<file path="src/core/uart_cfg.svh">
// constants for the multidrop uart: timing counts, sample points, reset values
`ifndef UART_CFG_SVH
`define UART_CFG_SVH
`define UART_DIV_W       12
`define UART_OVERSAMPLE  16
`define UART_SUB_W       4
`define UART_SAMPLE_A    8
`define UART_SAMPLE_B    9
`define UART_SAMPLE_C    10
`define UART_FRAME_8     10
`define UART_FRAME_9     11
`define UART_FIFO_DEPTH  8
`define UART_TX_BUFFER_EMPTY_RESET  1'H1
`define UART_LINE_IDLE   1'H1
`endif

</file>
<file path="src/core/uart_pkg.sv">
// types shared by the multidrop uart
`include "uart_cfg.svh"
package uart_pkg;
    typedef enum logic {RX_IDLE, RX_FRAME} rx_state_t;

    typedef struct packed {
        logic [`UART_DIV_W-1:0] div_cnt;
        logic [`UART_SUB_W-1:0] tx_sub;
        logic                   tx_active;
        logic [3:0]             tx_bits;
        logic [10:0]            tx_sh;
        logic                   tx_line;
        logic                   hold_full;
        logic [7:0]             hold_data;
        logic                   tx_buffer_empty;
        logic                   tx_complete_flag;
        rx_state_t              rx_state;
        logic [`UART_SUB_W-1:0] rx_samp;
        logic [3:0]             rx_bit;
        logic [1:0]             rx_votes;
        logic [8:0]             rx_sh;
        logic [7:0]             rx_data;
        logic                   rx_ninth;
        logic                   rx_complete_flag;
        logic                   fe;
        logic                   ovr;
        logic                   ovr_pend;
        logic                   tx_pin;
        logic                   tx_oe_n;
        logic                   rx_pin;
        logic                   rx_oe_n;
        logic                   rx_pu;
        logic                   irq_rx;
        logic                   irq_tx;
        logic                   irq_tx_buffer_empty;
    } uart_state_t;
endpackage : uart_pkg

</file>
<file path="src/core/uart_tx_fifo.sv">
// write-side fifo in front of the transmit holding register
`timescale 1ns/1ns
`include "uart_cfg.svh"
module uart_tx_fifo #(
    parameter int WIDTH = 8,
    parameter int DEPTH = `UART_FIFO_DEPTH
) (
    // clock and reset
    input  wire logic             clk_sys_in,
    input  wire logic             rst_n_in,
    // fill side
    input  wire logic             in_valid_in,
    input  wire logic [WIDTH-1:0] in_data_in,
    output logic                  in_ready_out,
    // drain side
    output logic                  out_valid_out,
    input  wire logic             out_ready_in,
    output logic      [WIDTH-1:0] out_data_out
);
    localparam int AW = $clog2(DEPTH);

    typedef struct packed {
        logic [AW-1:0] wr_ptr;
        logic [AW-1:0] rd_ptr;
        logic [AW:0]   count;
    } fifo_state_t;

    fifo_state_t            st_reg;
    fifo_state_t            st_next;
    logic       [WIDTH-1:0] mem [DEPTH];
    logic                   push;
    logic                   pop;

    assign push          = in_valid_in && in_ready_out;
    assign pop           = out_valid_out && out_ready_in;
    assign in_ready_out  = st_reg.count != (AW+1)'(DEPTH);
    assign out_valid_out = st_reg.count != '0;
    assign out_data_out  = mem[st_reg.rd_ptr];

    function automatic logic [AW-1:0] ptr_inc(input logic [AW-1:0] p);
        ptr_inc = (p == AW'(DEPTH - 1)) ? '0 : p + 1'H1;
    endfunction : ptr_inc

    always_comb begin
        st_next = st_reg;
        if (push) begin
            st_next.wr_ptr = ptr_inc(st_reg.wr_ptr);
        end
        if (pop) begin
            st_next.rd_ptr = ptr_inc(st_reg.rd_ptr);
        end
        st_next.count = st_reg.count + (AW+1)'(push) - (AW+1)'(pop);
    end

    always_ff @(posedge clk_sys_in) begin
        if (!rst_n_in) begin
            st_reg <= '0;
        end else begin
            st_reg <= st_next;
        end
        if (push) begin
            mem[st_reg.wr_ptr] <= in_data_in;
        end
    end
endmodule : uart_tx_fifo

</file>
<file path="src/core/uart_multidrop.sv">
// full-duplex uart with nine-bit characters and multidrop address filtering
// Behaviour
// - idle shifter loads a written character immediately
// - busy shifter loads only after stop bit
// - each load sets the buffer-empty flag
// - frame: start zero low, stop one high
// - ninth-bit control copied into frame bit nine
// - start bit on next tick, then lsb first
// - buffer-empty stays set until next write
// - complete flag after stop held one bit
// - enabled transmitter owns and drives transmit pin
// - receiver samples at sixteen times bit rate
// - start rejected if samples 8-10 mostly high
// - data bits taken by majority of 8-10
// - low stop majority sets framing error
// - character moves to data, sets complete, unless data unread or address-filtered
// - reads see receive data, writes transmit
// - received ninth bit stored with the character
// - unread data: drop new, flag overrun later
// - enabled receiver forces pin input, pull-up kept
// - marker is stop bit, or ninth bit
// - address mode drops data bytes entirely
// - bit rate is clock over 16(divisor+1)
// - complete flag cleared by vector or write-one
// - reading receive data clears receive-complete
// - buffer-empty flag set during reset
`timescale 1ns/1ns
`include "uart_cfg.svh"
module uart_multidrop #(
    parameter int FIFO_DEPTH = `UART_FIFO_DEPTH
) (
    // clock and reset
    input  wire logic                   clk_sys_in,
    input  wire logic                   rst_n_in,
    // data port: write side
    input  wire logic                   data_wr_valid_in,
    input  wire logic [7:0]             data_wr_value_in,
    output logic                        data_wr_ready_out,
    // data port: read side
    input  wire logic                   data_rd_in,
    output logic      [7:0]             rx_data_out,
    // control
    input  wire logic                   transmitter_enable_in,
    input  wire logic                   receiver_enable_in,
    input  wire logic                   nine_bit_select_in,
    input  wire logic                   tx_ninth_bit_in,
    input  wire logic                   multidrop_address_mode_in,
    input  wire logic [`UART_DIV_W-1:0] baud_divisor_in,
    input  wire logic                   rx_complete_ie_in,
    input  wire logic                   tx_complete_ie_in,
    input  wire logic                   tx_empty_ie_in,
    input  wire logic                   tx_complete_clear_in,
    input  wire logic                   tx_complete_ack_in,
    // status
    output logic                        tx_buffer_empty_out,
    output logic                        tx_complete_flag_out,
    output logic                        rx_complete_flag_out,
    output logic                        framing_error_out,
    output logic                        overrun_out,
    output logic                        rx_ninth_bit_out,
    output logic                        irq_rx_complete_out,
    output logic                        irq_tx_complete_out,
    output logic                        irq_tx_empty_out,
    // transmit pin and its port settings
    input  wire logic                   tx_pin_direction_bit_in,
    input  wire logic                   tx_pin_port_bit_in,
    output logic                        transmit_port_pin_out,
    output logic                        transmit_port_pin_oe_n_out,
    // receive pin and its port settings
    input  wire logic                   receive_port_pin_in,
    input  wire logic                   rx_pin_direction_bit_in,
    input  wire logic                   rx_pin_pullup_bit_in,
    output logic                        receive_port_pin_out,
    output logic                        receive_port_pin_oe_n_out,
    output logic                        receive_port_pin_pullup_out
);
    uart_pkg::uart_state_t st_reg;
    uart_pkg::uart_state_t st_next;
    logic                  fifo_valid;
    logic                  fifo_ready;
    logic [7:0]            fifo_data;
    logic                  tick16;
    logic                  bit_tick;
    logic                  rx_vote;
    logic                  rx_done;
    logic                  rx_marker;
    logic                  rx_keep;
    logic [3:0]            rx_stop_idx;

    function automatic logic maj3(input logic a, input logic b, input logic c);
        maj3 = (a & b) | (a & c) | (b & c);
    endfunction : maj3

    uart_tx_fifo #(
        .WIDTH (8),
        .DEPTH (FIFO_DEPTH)
    ) u_fifo (
        .clk_sys_in    (clk_sys_in),
        .rst_n_in      (rst_n_in),
        .in_valid_in   (data_wr_valid_in),
        .in_data_in    (data_wr_value_in),
        .in_ready_out  (data_wr_ready_out),
        .out_valid_out (fifo_valid),
        .out_ready_in  (fifo_ready),
        .out_data_out  (fifo_data)
    );

    // the holding register drains the fifo only while empty
    assign fifo_ready  = !st_reg.hold_full && transmitter_enable_in;
    assign tick16      = st_reg.div_cnt == '0;
    assign bit_tick    = tick16 && (st_reg.tx_sub == `UART_SUB_W'(`UART_OVERSAMPLE - 1));
    assign rx_vote     = maj3(st_reg.rx_votes[1], st_reg.rx_votes[0], receive_port_pin_in);
    assign rx_stop_idx = nine_bit_select_in ? 4'(`UART_FRAME_9 - 1) : 4'(`UART_FRAME_8 - 1);
    assign rx_done     = tick16 && st_reg.rx_state == uart_pkg::RX_FRAME
                         && st_reg.rx_samp == `UART_SUB_W'(`UART_SAMPLE_C - 1)
                         && st_reg.rx_bit == rx_stop_idx;
    // stop bit or ninth bit marks an address byte
    assign rx_marker   = nine_bit_select_in ? st_reg.rx_sh[8] : rx_vote;
    assign rx_keep     = !multidrop_address_mode_in || rx_marker;

    always_comb begin
        st_next = st_reg;

        // baud divider: one tick per sixteenth of a bit
        st_next.div_cnt = tick16 ? baud_divisor_in : st_reg.div_cnt - 1'H1;
        if (tick16) begin
            st_next.tx_sub = st_reg.tx_sub + 1'H1;
        end

        // transmit shifter
        if (st_reg.tx_active && bit_tick) begin
            if (st_reg.tx_bits != '0) begin
                st_next.tx_line = st_reg.tx_sh[0];
                st_next.tx_sh   = {`UART_LINE_IDLE, st_reg.tx_sh[10:1]};
                st_next.tx_bits = st_reg.tx_bits - 1'H1;
            end else begin
                // stop bit has now stood a full bit time
                st_next.tx_active = 1'H0;
                if (!st_reg.hold_full) begin
                    st_next.tx_complete_flag = 1'H1;
                end
            end
        end
        if (!st_next.tx_active && st_reg.hold_full) begin
            st_next.tx_active = 1'H1;
            st_next.hold_full = 1'H0;
            st_next.tx_buffer_empty      = 1'H1;
            if (nine_bit_select_in) begin
                st_next.tx_sh   = {1'H1, tx_ninth_bit_in, st_reg.hold_data, 1'H0};
                st_next.tx_bits = 4'(`UART_FRAME_9);
            end else begin
                st_next.tx_sh   = {2'H3, st_reg.hold_data, 1'H0};
                st_next.tx_bits = 4'(`UART_FRAME_8);
            end
        end
        if (fifo_valid && fifo_ready) begin
            st_next.hold_full = 1'H1;
            st_next.hold_data = fifo_data;
            st_next.tx_buffer_empty      = 1'H0;
        end

        // complete flag: a new set wins over a clear in the same cycle
        if ((tx_complete_clear_in || tx_complete_ack_in)
            && !(st_reg.tx_active && bit_tick && st_reg.tx_bits == '0 && !st_reg.hold_full)) begin
            st_next.tx_complete_flag = 1'H0;
        end

        // receiver front end, ticks at sixteen per bit
        if (!receiver_enable_in) begin
            st_next.rx_state = uart_pkg::RX_IDLE;
        end else if (tick16) begin
            case (st_reg.rx_state)
                uart_pkg::RX_IDLE: begin
                    if (!receive_port_pin_in) begin
                        st_next.rx_state = uart_pkg::RX_FRAME;
                        st_next.rx_samp  = '0;
                        st_next.rx_bit   = '0;
                    end
                end
                uart_pkg::RX_FRAME: begin
                    st_next.rx_samp = st_reg.rx_samp + 1'H1;
                    if (st_reg.rx_samp == `UART_SUB_W'(`UART_OVERSAMPLE - 1)) begin
                        st_next.rx_bit = st_reg.rx_bit + 1'H1;
                    end
                    if (st_reg.rx_samp == `UART_SUB_W'(`UART_SAMPLE_A - 1)
                        || st_reg.rx_samp == `UART_SUB_W'(`UART_SAMPLE_B - 1)) begin
                        st_next.rx_votes = {st_reg.rx_votes[0], receive_port_pin_in};
                    end
                    if (st_reg.rx_samp == `UART_SUB_W'(`UART_SAMPLE_C - 1)) begin
                        if (st_reg.rx_bit == '0) begin
                            if (rx_vote) begin
                                st_next.rx_state = uart_pkg::RX_IDLE;
                            end
                        end else if (st_reg.rx_bit == rx_stop_idx) begin
                            st_next.rx_state = uart_pkg::RX_IDLE;
                        end else begin
                            st_next.rx_sh[4'(st_reg.rx_bit - 1'H1)] = rx_vote;
                        end
                    end
                end
                default: st_next.rx_state = uart_pkg::RX_IDLE;
            endcase
        end

        // reading the data register
        if (data_rd_in) begin
            st_next.rx_complete_flag      = 1'H0;
            st_next.ovr      = st_reg.ovr_pend;
            st_next.ovr_pend = 1'H0;
        end

        // end of character, stop sampled
        if (rx_done && receiver_enable_in && rx_keep) begin
            if (st_reg.rx_complete_flag && !data_rd_in) begin
                st_next.ovr_pend = 1'H1;
            end else begin
                st_next.rx_data = st_reg.rx_sh[7:0];
                st_next.rx_complete_flag     = 1'H1;
                st_next.fe      = !rx_vote;
                st_next.ovr     = 1'H0;
                if (nine_bit_select_in) begin
                    st_next.rx_ninth = st_reg.rx_sh[8];
                end
            end
        end

        // pin ownership; a pending character keeps the transmitter on the pin
        if (transmitter_enable_in || st_reg.tx_active || st_reg.hold_full) begin
            st_next.tx_pin  = st_next.tx_line;
            st_next.tx_oe_n = 1'H0;
        end else begin
            st_next.tx_pin  = tx_pin_port_bit_in;
            st_next.tx_oe_n = !tx_pin_direction_bit_in;
        end
        if (receiver_enable_in) begin
            st_next.rx_pin  = rx_pin_pullup_bit_in;
            st_next.rx_oe_n = 1'H1;
            st_next.rx_pu   = rx_pin_pullup_bit_in;
        end else begin
            st_next.rx_pin  = rx_pin_pullup_bit_in;
            st_next.rx_oe_n = !rx_pin_direction_bit_in;
            st_next.rx_pu   = rx_pin_pullup_bit_in && !rx_pin_direction_bit_in;
        end

        st_next.irq_rx   = st_next.rx_complete_flag && rx_complete_ie_in;
        st_next.irq_tx   = st_next.tx_complete_flag && tx_complete_ie_in;
        st_next.irq_tx_buffer_empty = st_next.tx_buffer_empty && tx_empty_ie_in;
    end

    always_ff @(posedge clk_sys_in) begin
        if (!rst_n_in) begin
            st_reg          <= '0;
            st_reg.tx_buffer_empty     <= `UART_TX_BUFFER_EMPTY_RESET;
            st_reg.tx_line  <= `UART_LINE_IDLE;
            st_reg.tx_pin   <= `UART_LINE_IDLE;
            st_reg.tx_oe_n  <= 1'H1;
            st_reg.rx_oe_n  <= 1'H1;
            st_reg.rx_state <= uart_pkg::RX_IDLE;
        end else begin
            st_reg <= st_next;
        end
    end

    assign rx_data_out                 = st_reg.rx_data;
    assign tx_buffer_empty_out         = st_reg.tx_buffer_empty;
    assign tx_complete_flag_out        = st_reg.tx_complete_flag;
    assign rx_complete_flag_out        = st_reg.rx_complete_flag;
    assign framing_error_out           = st_reg.fe;
    assign overrun_out                 = st_reg.ovr;
    assign rx_ninth_bit_out            = st_reg.rx_ninth;
    assign irq_rx_complete_out         = st_reg.irq_rx;
    assign irq_tx_complete_out         = st_reg.irq_tx;
    assign irq_tx_empty_out            = st_reg.irq_tx_buffer_empty;
    assign transmit_port_pin_out       = st_reg.tx_pin;
    assign transmit_port_pin_oe_n_out  = st_reg.tx_oe_n;
    assign receive_port_pin_out        = st_reg.rx_pin;
    assign receive_port_pin_oe_n_out   = st_reg.rx_oe_n;
    assign receive_port_pin_pullup_out = st_reg.rx_pu;
endmodule : uart_multidrop

</file>
<file path="config.mk">
export PLATFORM = sky130hd
export DESIGN_NAME = uart_multidrop
export DESIGN_NICKNAME = d
export VERILOG_FILES = /design/src/core/uart_pkg.sv /design/src/core/uart_tx_fifo.sv /design/src/core/uart_multidrop.sv
export VERILOG_INCLUDE_DIRS = /design/src /design/src/core
export SDC_FILE = /design/constraint.sdc
export NUM_CORES = 1
export LEC_CHECK = 0
export ABC_AREA = 0
export BUFFER_PORTS_ARGS = -buffer_cell sky130_fd_sc_hd__buf_2
export CAP_MARGIN = 15
export CELL_PAD_IN_SITES_DETAIL_PLACEMENT = 0
export CELL_PAD_IN_SITES_GLOBAL_PLACEMENT = 1
export CORE_ASPECT_RATIO = 1.75
export CORE_UTILIZATION = 35
export DETAILED_ROUTE_END_ITERATION = 6
export HOLD_SLACK_MARGIN = 0.02
export PLACE_DENSITY = 0.68
export SETUP_SLACK_MARGIN = 0.5
export SLEW_MARGIN = 20
export SYNTH_ARGS = -nofsm -noshare
export SYNTH_HDL_FRONTEND = slang
export SYNTH_HIERARCHICAL = 1
export SYNTH_SLANG_ARGS = --single-unit
export TNS_END_PERCENT = 20
</file>
<file path="constraint.sdc">
create_clock -name clk_sys_in -period 2.2 [get_ports clk_sys_in]
set_clock_uncertainty 0.05 [all_clocks]
set_input_delay 0 -clock clk_sys_in [delete_from_list [all_inputs] [get_ports clk_sys_in]]
set_output_delay 0 -clock clk_sys_in [all_outputs]
set_load 0.02 [all_outputs]
</file>
; ---- Word level (Yosys, flattened, before mapping)
; Memory sizes are Yosys's and may differ from the RTL's. A register that Yosys moved wholly into a read port is not among the register bits.
; Cells that the tools add are included.
[word_totals]
memories = 1
mem_bits_rw = 64
reg_bits = 95
latch_bits = 0
in_bits = 39
output_inout_bits = 23
romBits = 0
wordCells = 154
[memory_table]
columns = memory, depth, width, rd, rd_clocked_by_memory_dff, wr, line_no
row1 = u_fifo.mem, 8, 8, 1, 1, 1, uart_tx_fifo.sv:30  ; logic [WIDTH-1:0] mem [DEPTH];
[op_classes]
shifts = 0
n_lt_le_gt_ge = 2
n_bitwise = 10
mul = 0
mux = 38
n_eq_ne = 11
reduce_logical = 50
div_mod_pow = 0
add_sub_neg = 10
[ops]
columns = operator, n
row1 = $mux 16, 2
row2 = $mux 12, 2
row3 = $logic_and 1x1->1, 20
row4 = $mux 1, 18
row5 = $pmux 9 s2, 1
row6 = $mux 17, 1
row7 = $eq 4x4->1 const B, 4
row8 = $mux 3, 5
row9 = $add 4x1->4 const B, 3
row10 = $logic_not 12->1, 1
row11 = $sub 12x1->12 const B, 1
row12 = $mux 10, 1
row13 = $bwmux 9, 1
row14 = $mux 9, 1
row15 = $logic_not 1->1, 8
row16 = $logic_not 4->1, 2
row17 = $mux 4, 2
row18 = $reduce_and 4->1, 2
row19 = $reduce_bool 4->1, 2
row20 = $sub 4x1->4 const B, 2
row21 = $add 3x1->3 const B, 2
row22 = $eq 3x3->1 const B, 2
row23 = $mux 2, 3
row24 = $reduce_and 2->1, 3
row25 = other kinds (18), 32

; ---- Logic depth before layout (Yosys ltp)
[depth]
word_depth = 9
mapped_depth = 11
mapped_depth_nobuf = 10

; ---- Modules after synthesis
; Netlist, hierarchy kept.
[by_module_without_submodules]
columns = module, cells_each, seq_area_each_um2, area_each_um2, n_inst
row1 = uart_multidrop, 476, 1701.6, 4185.3, 1
row2 = uart_tx_fifo, 170, 2182.1, 3170.5, 1

; ---- Least setup slack after synthesis
; Ideal clock, no wire load.
[synth_path]
path_type = register -> register
startpoint = reg u_fifo/st_reg[2] (netlist name)
endpoint = reg u_fifo/st_reg[2] (netlist name)
path_buffers = 1
required_time_ns = 2.035
arrival_ns = 2.282
setup_time_ns = 0.115
period_less_slack_ns = 2.447
path_stages_with_launch = 12
path_slack_ns = -0.247
path_cell_list = dfxtp_1 > inv_1 > ha_1 > or3b_1 > and2_1 > clkbuf_1 > ha_1 > inv_1 > ha_1 > fa_1 > xor2_1 > and2_1
[synth_between]
elab_cells_between_ends = 6
cone_classes = add/sub (2) / eq/ne (1) / reduce/logical (3)
[synth_lines]
columns = element, line_no
row1 = start: declaration, uart_tx_fifo.sv:28  ; fifo_state_t st_reg;
row2 = start signal: assignment, uart_tx_fifo.sv:59  ; st_reg <= st_next;
row3 = $reduce_bool 4->1, uart_tx_fifo.sv:37  ; assign out_valid_out = st_reg.count != '0;
row4 = via fifo_valid, uart_multidrop.sv:79  ; logic fifo_valid;
row5 = $logic_and 1x1->1, uart_tx_fifo.sv:35  ; assign pop = out_valid_out && out_ready_in;
row6 = $sub 4x1->4, uart_tx_fifo.sv:52  ; st_next.count = st_reg.count + (AW+1)'(push) - (AW+1)'(pop);
; The timed path passes the listed nets, and every way through them passes these cells.
; A chain may end at the register's enable or synchronous reset.

; ---- Worst setup path in the final report
; Ends and elaborated chain as after synthesis.

==> results.cfg <==
[clock_network]
tritoncts = done
cts.sinks = 162
cts_buffers = 17
root_buffer = clkbuf_16
cts_max_level = 4
clk_latency_ns = 0.43
path_clk_slew_ns = 0.07
cts_buffer_depth = 2

[synthesis]
async_flop_share = 0
ys.flop_type = dfxtp_1
synth_warnings = 6
ys_seq_area_frac = 0.5280
synth_edf_count = 64
synth_seq_cells = 162
synth_area_um2 = 7356
synthCells = 646
yosys.cell_types.count = 65
synth_nets = 710
avgSynthCellArea_um2 = 11.39

[global_routing]
met1_usage = 0.1786
gr-usage-met2 = 0.3356
grt_busiest_layer = met2
grt_max_degree = 47
met3_usage = 0.02938
grt_first_pass_wirelength_um = 29120
grt_pass1_vias = 5784
overflow = 0
antenna_found_initial = 0
grt_usage = 0.1720

[finish]
largest_reg_flops = 64
drive_above_1_share = 0.4289
finish.cell_count_without_fillers = 1057
diodes = 0
nets = 860
fillerInstances = 1763
area_growth_pct = 41.66

[power_and_ir_drop]
power_density_nw_per_um2 = 1067
power.leakage_nw = 3.796
vdd_drop_max_mv = 0.8508
fin_total_pwr_mw = 11.12

[detailed_routing]
drt_iter0_drc = 226
drc = 9
routed_wl_um = 17910
dr.pass1.iters = 7
viasPerCell = 5.196
wl_per_cell_um = 16.94
ant_nets = 0
vias = 5492

[placed_design]
dp_cells = 955
port_buffers = 61
dpl.hpwl_um = 11920
pre_cts_slack_ns = -0.1146
globalplace.congestion = 0.8079

[timing]
drv_slew = 0
max_freq_mhz = 436.7
setup_viol = 2
final_hold_viol_count = 0
fin_crit_sh = 1.041
slew_headroom = 0.5006
timing.final.crit_period_ns = 2.290
fin_ws_ns = -0.09015
rsz0062_at_grt = yes
tightest_slew_ns = 0.7476

[status]
status = finished with violations
violations = design-rule violations, negative setup slack

[worst_setup_path]
crit_path_start_kind = flop
crit_required_ns = 2.47
cp_max_fo = 3
crit_type = reg -> reg
arrival_ns = 2.56
critPathCaptureType = flop

[run]
maxCapViolCount = 0

[die]
start_util = 0.3595
die_area_um2 = 21620
io_pins = 62
die_y_um = 193.8
core_area_um2 = 20460
die_w_um = 111.6
rows = 69

[hold_path]
holdCritPathClass = in -> reg
## synthesized netlist by cell type (all sizes together), types with 3 or more instances
master	number	share of area
inv	23	0.012
o21a	4	0.0041
xnor2	6	0.0071
o21ai	19	0.013
xor2	3	0.0036
mux2i	34	0.046
and3b	3	0.0036
edfxtp	64	0.26
o22ai	3	0.0026
a21oi	31	0.021
and2	11	0.0097
nor3	10	0.0068
nor3b	4	0.0041
or2	3	0.0026
a31oi	6	0.0051
a211oi	9	0.0092
nand3	26	0.018
buf	20	0.021
nor4	15	0.016
mux2	8	0.012
a21o	5	0.0051
dfxtp	98	0.27
mux4	16	0.057
nand4	8	0.0068
ha	24	0.041
or3	5	0.0043
nand2	66	0.034
or4	3	0.0031
a41oi	3	0.0036
nor2b	8	0.0068
nor2	37	0.019
nand2b	5	0.0043
or3b	5	0.0060
a311oi	11	0.018
clkbuf	25	0.013
## area by class of cell
| type | instances | area [um2] | share of cell area |
|---|---|---|---|
| tap | 248 | 310.3 | 0.02978 |
| sequential | 162 | 3899 | 0.3742 |
| clock buffer | 17 | 425.4 | 0.04083 |
| timing repair buffer | 175 | 1513 | 0.1452 |
| inverter | 23 | 86.33 | 0.008285 |
| clock inverter | 15 | 197.7 | 0.01897 |
| multi-input combinational | 417 | 3989 | 0.3828 |
## per-layer routing
layer	routed length, um	up-vias	share of wire
li1	-	2661	-
met1	6826	2717	0.38
met2	10340	92	0.58
met3	394	22	0.022
met4	344	0	0.019
met5	0	-	0
## where the power goes
| part | internal (mW) | total, mW | switching (mW) |
|---|---|---|---|
| logic | 2.11 | 4.17 | 2.06 |
| registers | 3.53 | 3.89 | 0.353 |
| clock network | 1.65 | 3.06 | 1.41 |
## cells by family (layout without fill, tap and decap cells)
family / count (synthesis) / in the layout / share of synthesized area
multiplexers: 58 / 58 / 0.1152
adder cells (fa/ha/maj): 26 / 26 / 0.04491
AND/OR/NAND/NOR: 218 / 219 / 0.1541
XOR/XNOR: 9 / 9 / 0.01072
AO/OA/AOI/OAI: 105 / 105 / 0.1014
buffers and inverters: 68 / 230 / 0.04576
flip-flops: 162 / 162 / 0.5280
## final timing paths
kind                                from                            end  slack, ns  cells after the start
max          u_fifo/st_reg[2]$_SDFF_PN0_    u_fifo/st_reg[2]$_SDFF_PN0_      -0.09                     10
min                   nine_bit_select_in  rx_ninth_bit_out$_SDFFE_PN0P_       0.05                      5
max reg2reg  u_fifo/st_reg[2]$_SDFF_PN0_    u_fifo/st_reg[2]$_SDFF_PN0_      -0.09                     10
min reg2reg  rx_data_out[2]$_SDFFE_PN0P_    rx_data_out[2]$_SDFFE_PN0P_       0.41                      2
## metrics by stage
| stage | hold WS (ns) | cell area, um2 | util | setup TNS, ns |
|---|---|---|---|---|
| 2_1_floorplan | 0.02931 | 7582 | - | -0.2042 |
| 3_3_place_gp | 0.1669 | 8294 | 0.4054 | -0.03534 |
| 3_5_place_dp | 0.1729 | 8294 | 0.4054 | -0.1827 |
| 4_1_cts | 0.02598 | 10110 | 0.4943 | -0.1148 |
| 5_1_grt | 0.07506 | 10420 | 0.5093 | -0.3042 |
| 6_report | 0.05164 | 10420 | 0.5093 | -0.1335 |
## critical path: stages, from the launching register on
cell	delay, ns
dfxtp_2	0.32
inv_2	0.08
ha_4	0.12
or3b_4	0.37
and2_4	0.16
ha_4	0.25
inv_2	0.04
ha_4	0.15
fa_2	0.33
xor2_1	0.16
and2_1	0.16
## placed cells by master (no fill, tap or decap), drive strengths merged, types with 19 or more instances in the layout
cell type / synthesis / routed
buf: 20 / 136
dfxtp: 98 / 98
nand2: 66 / 66
edfxtp: 64 / 64
dlygate4sd3: 0 / 38
nor2: 37 / 37
mux2i: 34 / 34
inv: 23 / 32
a21oi: 31 / 31
nand3: 26 / 26
ha: 24 / 24
o21ai: 19 / 19
## repair_timing
action / 4_1_cts / 5_1_grt
pin swaps: 94 / 88
setup buffers: 19 / 10
cloned: 3 / 0
endpoints found under the hold margin: 96 / 2
hold buffers: 37 / 1
setup endpoints to repair: 137 / 155
gates resized for setup: 184 / 50
No activity file was read; power rests on OpenSTA's default activity.
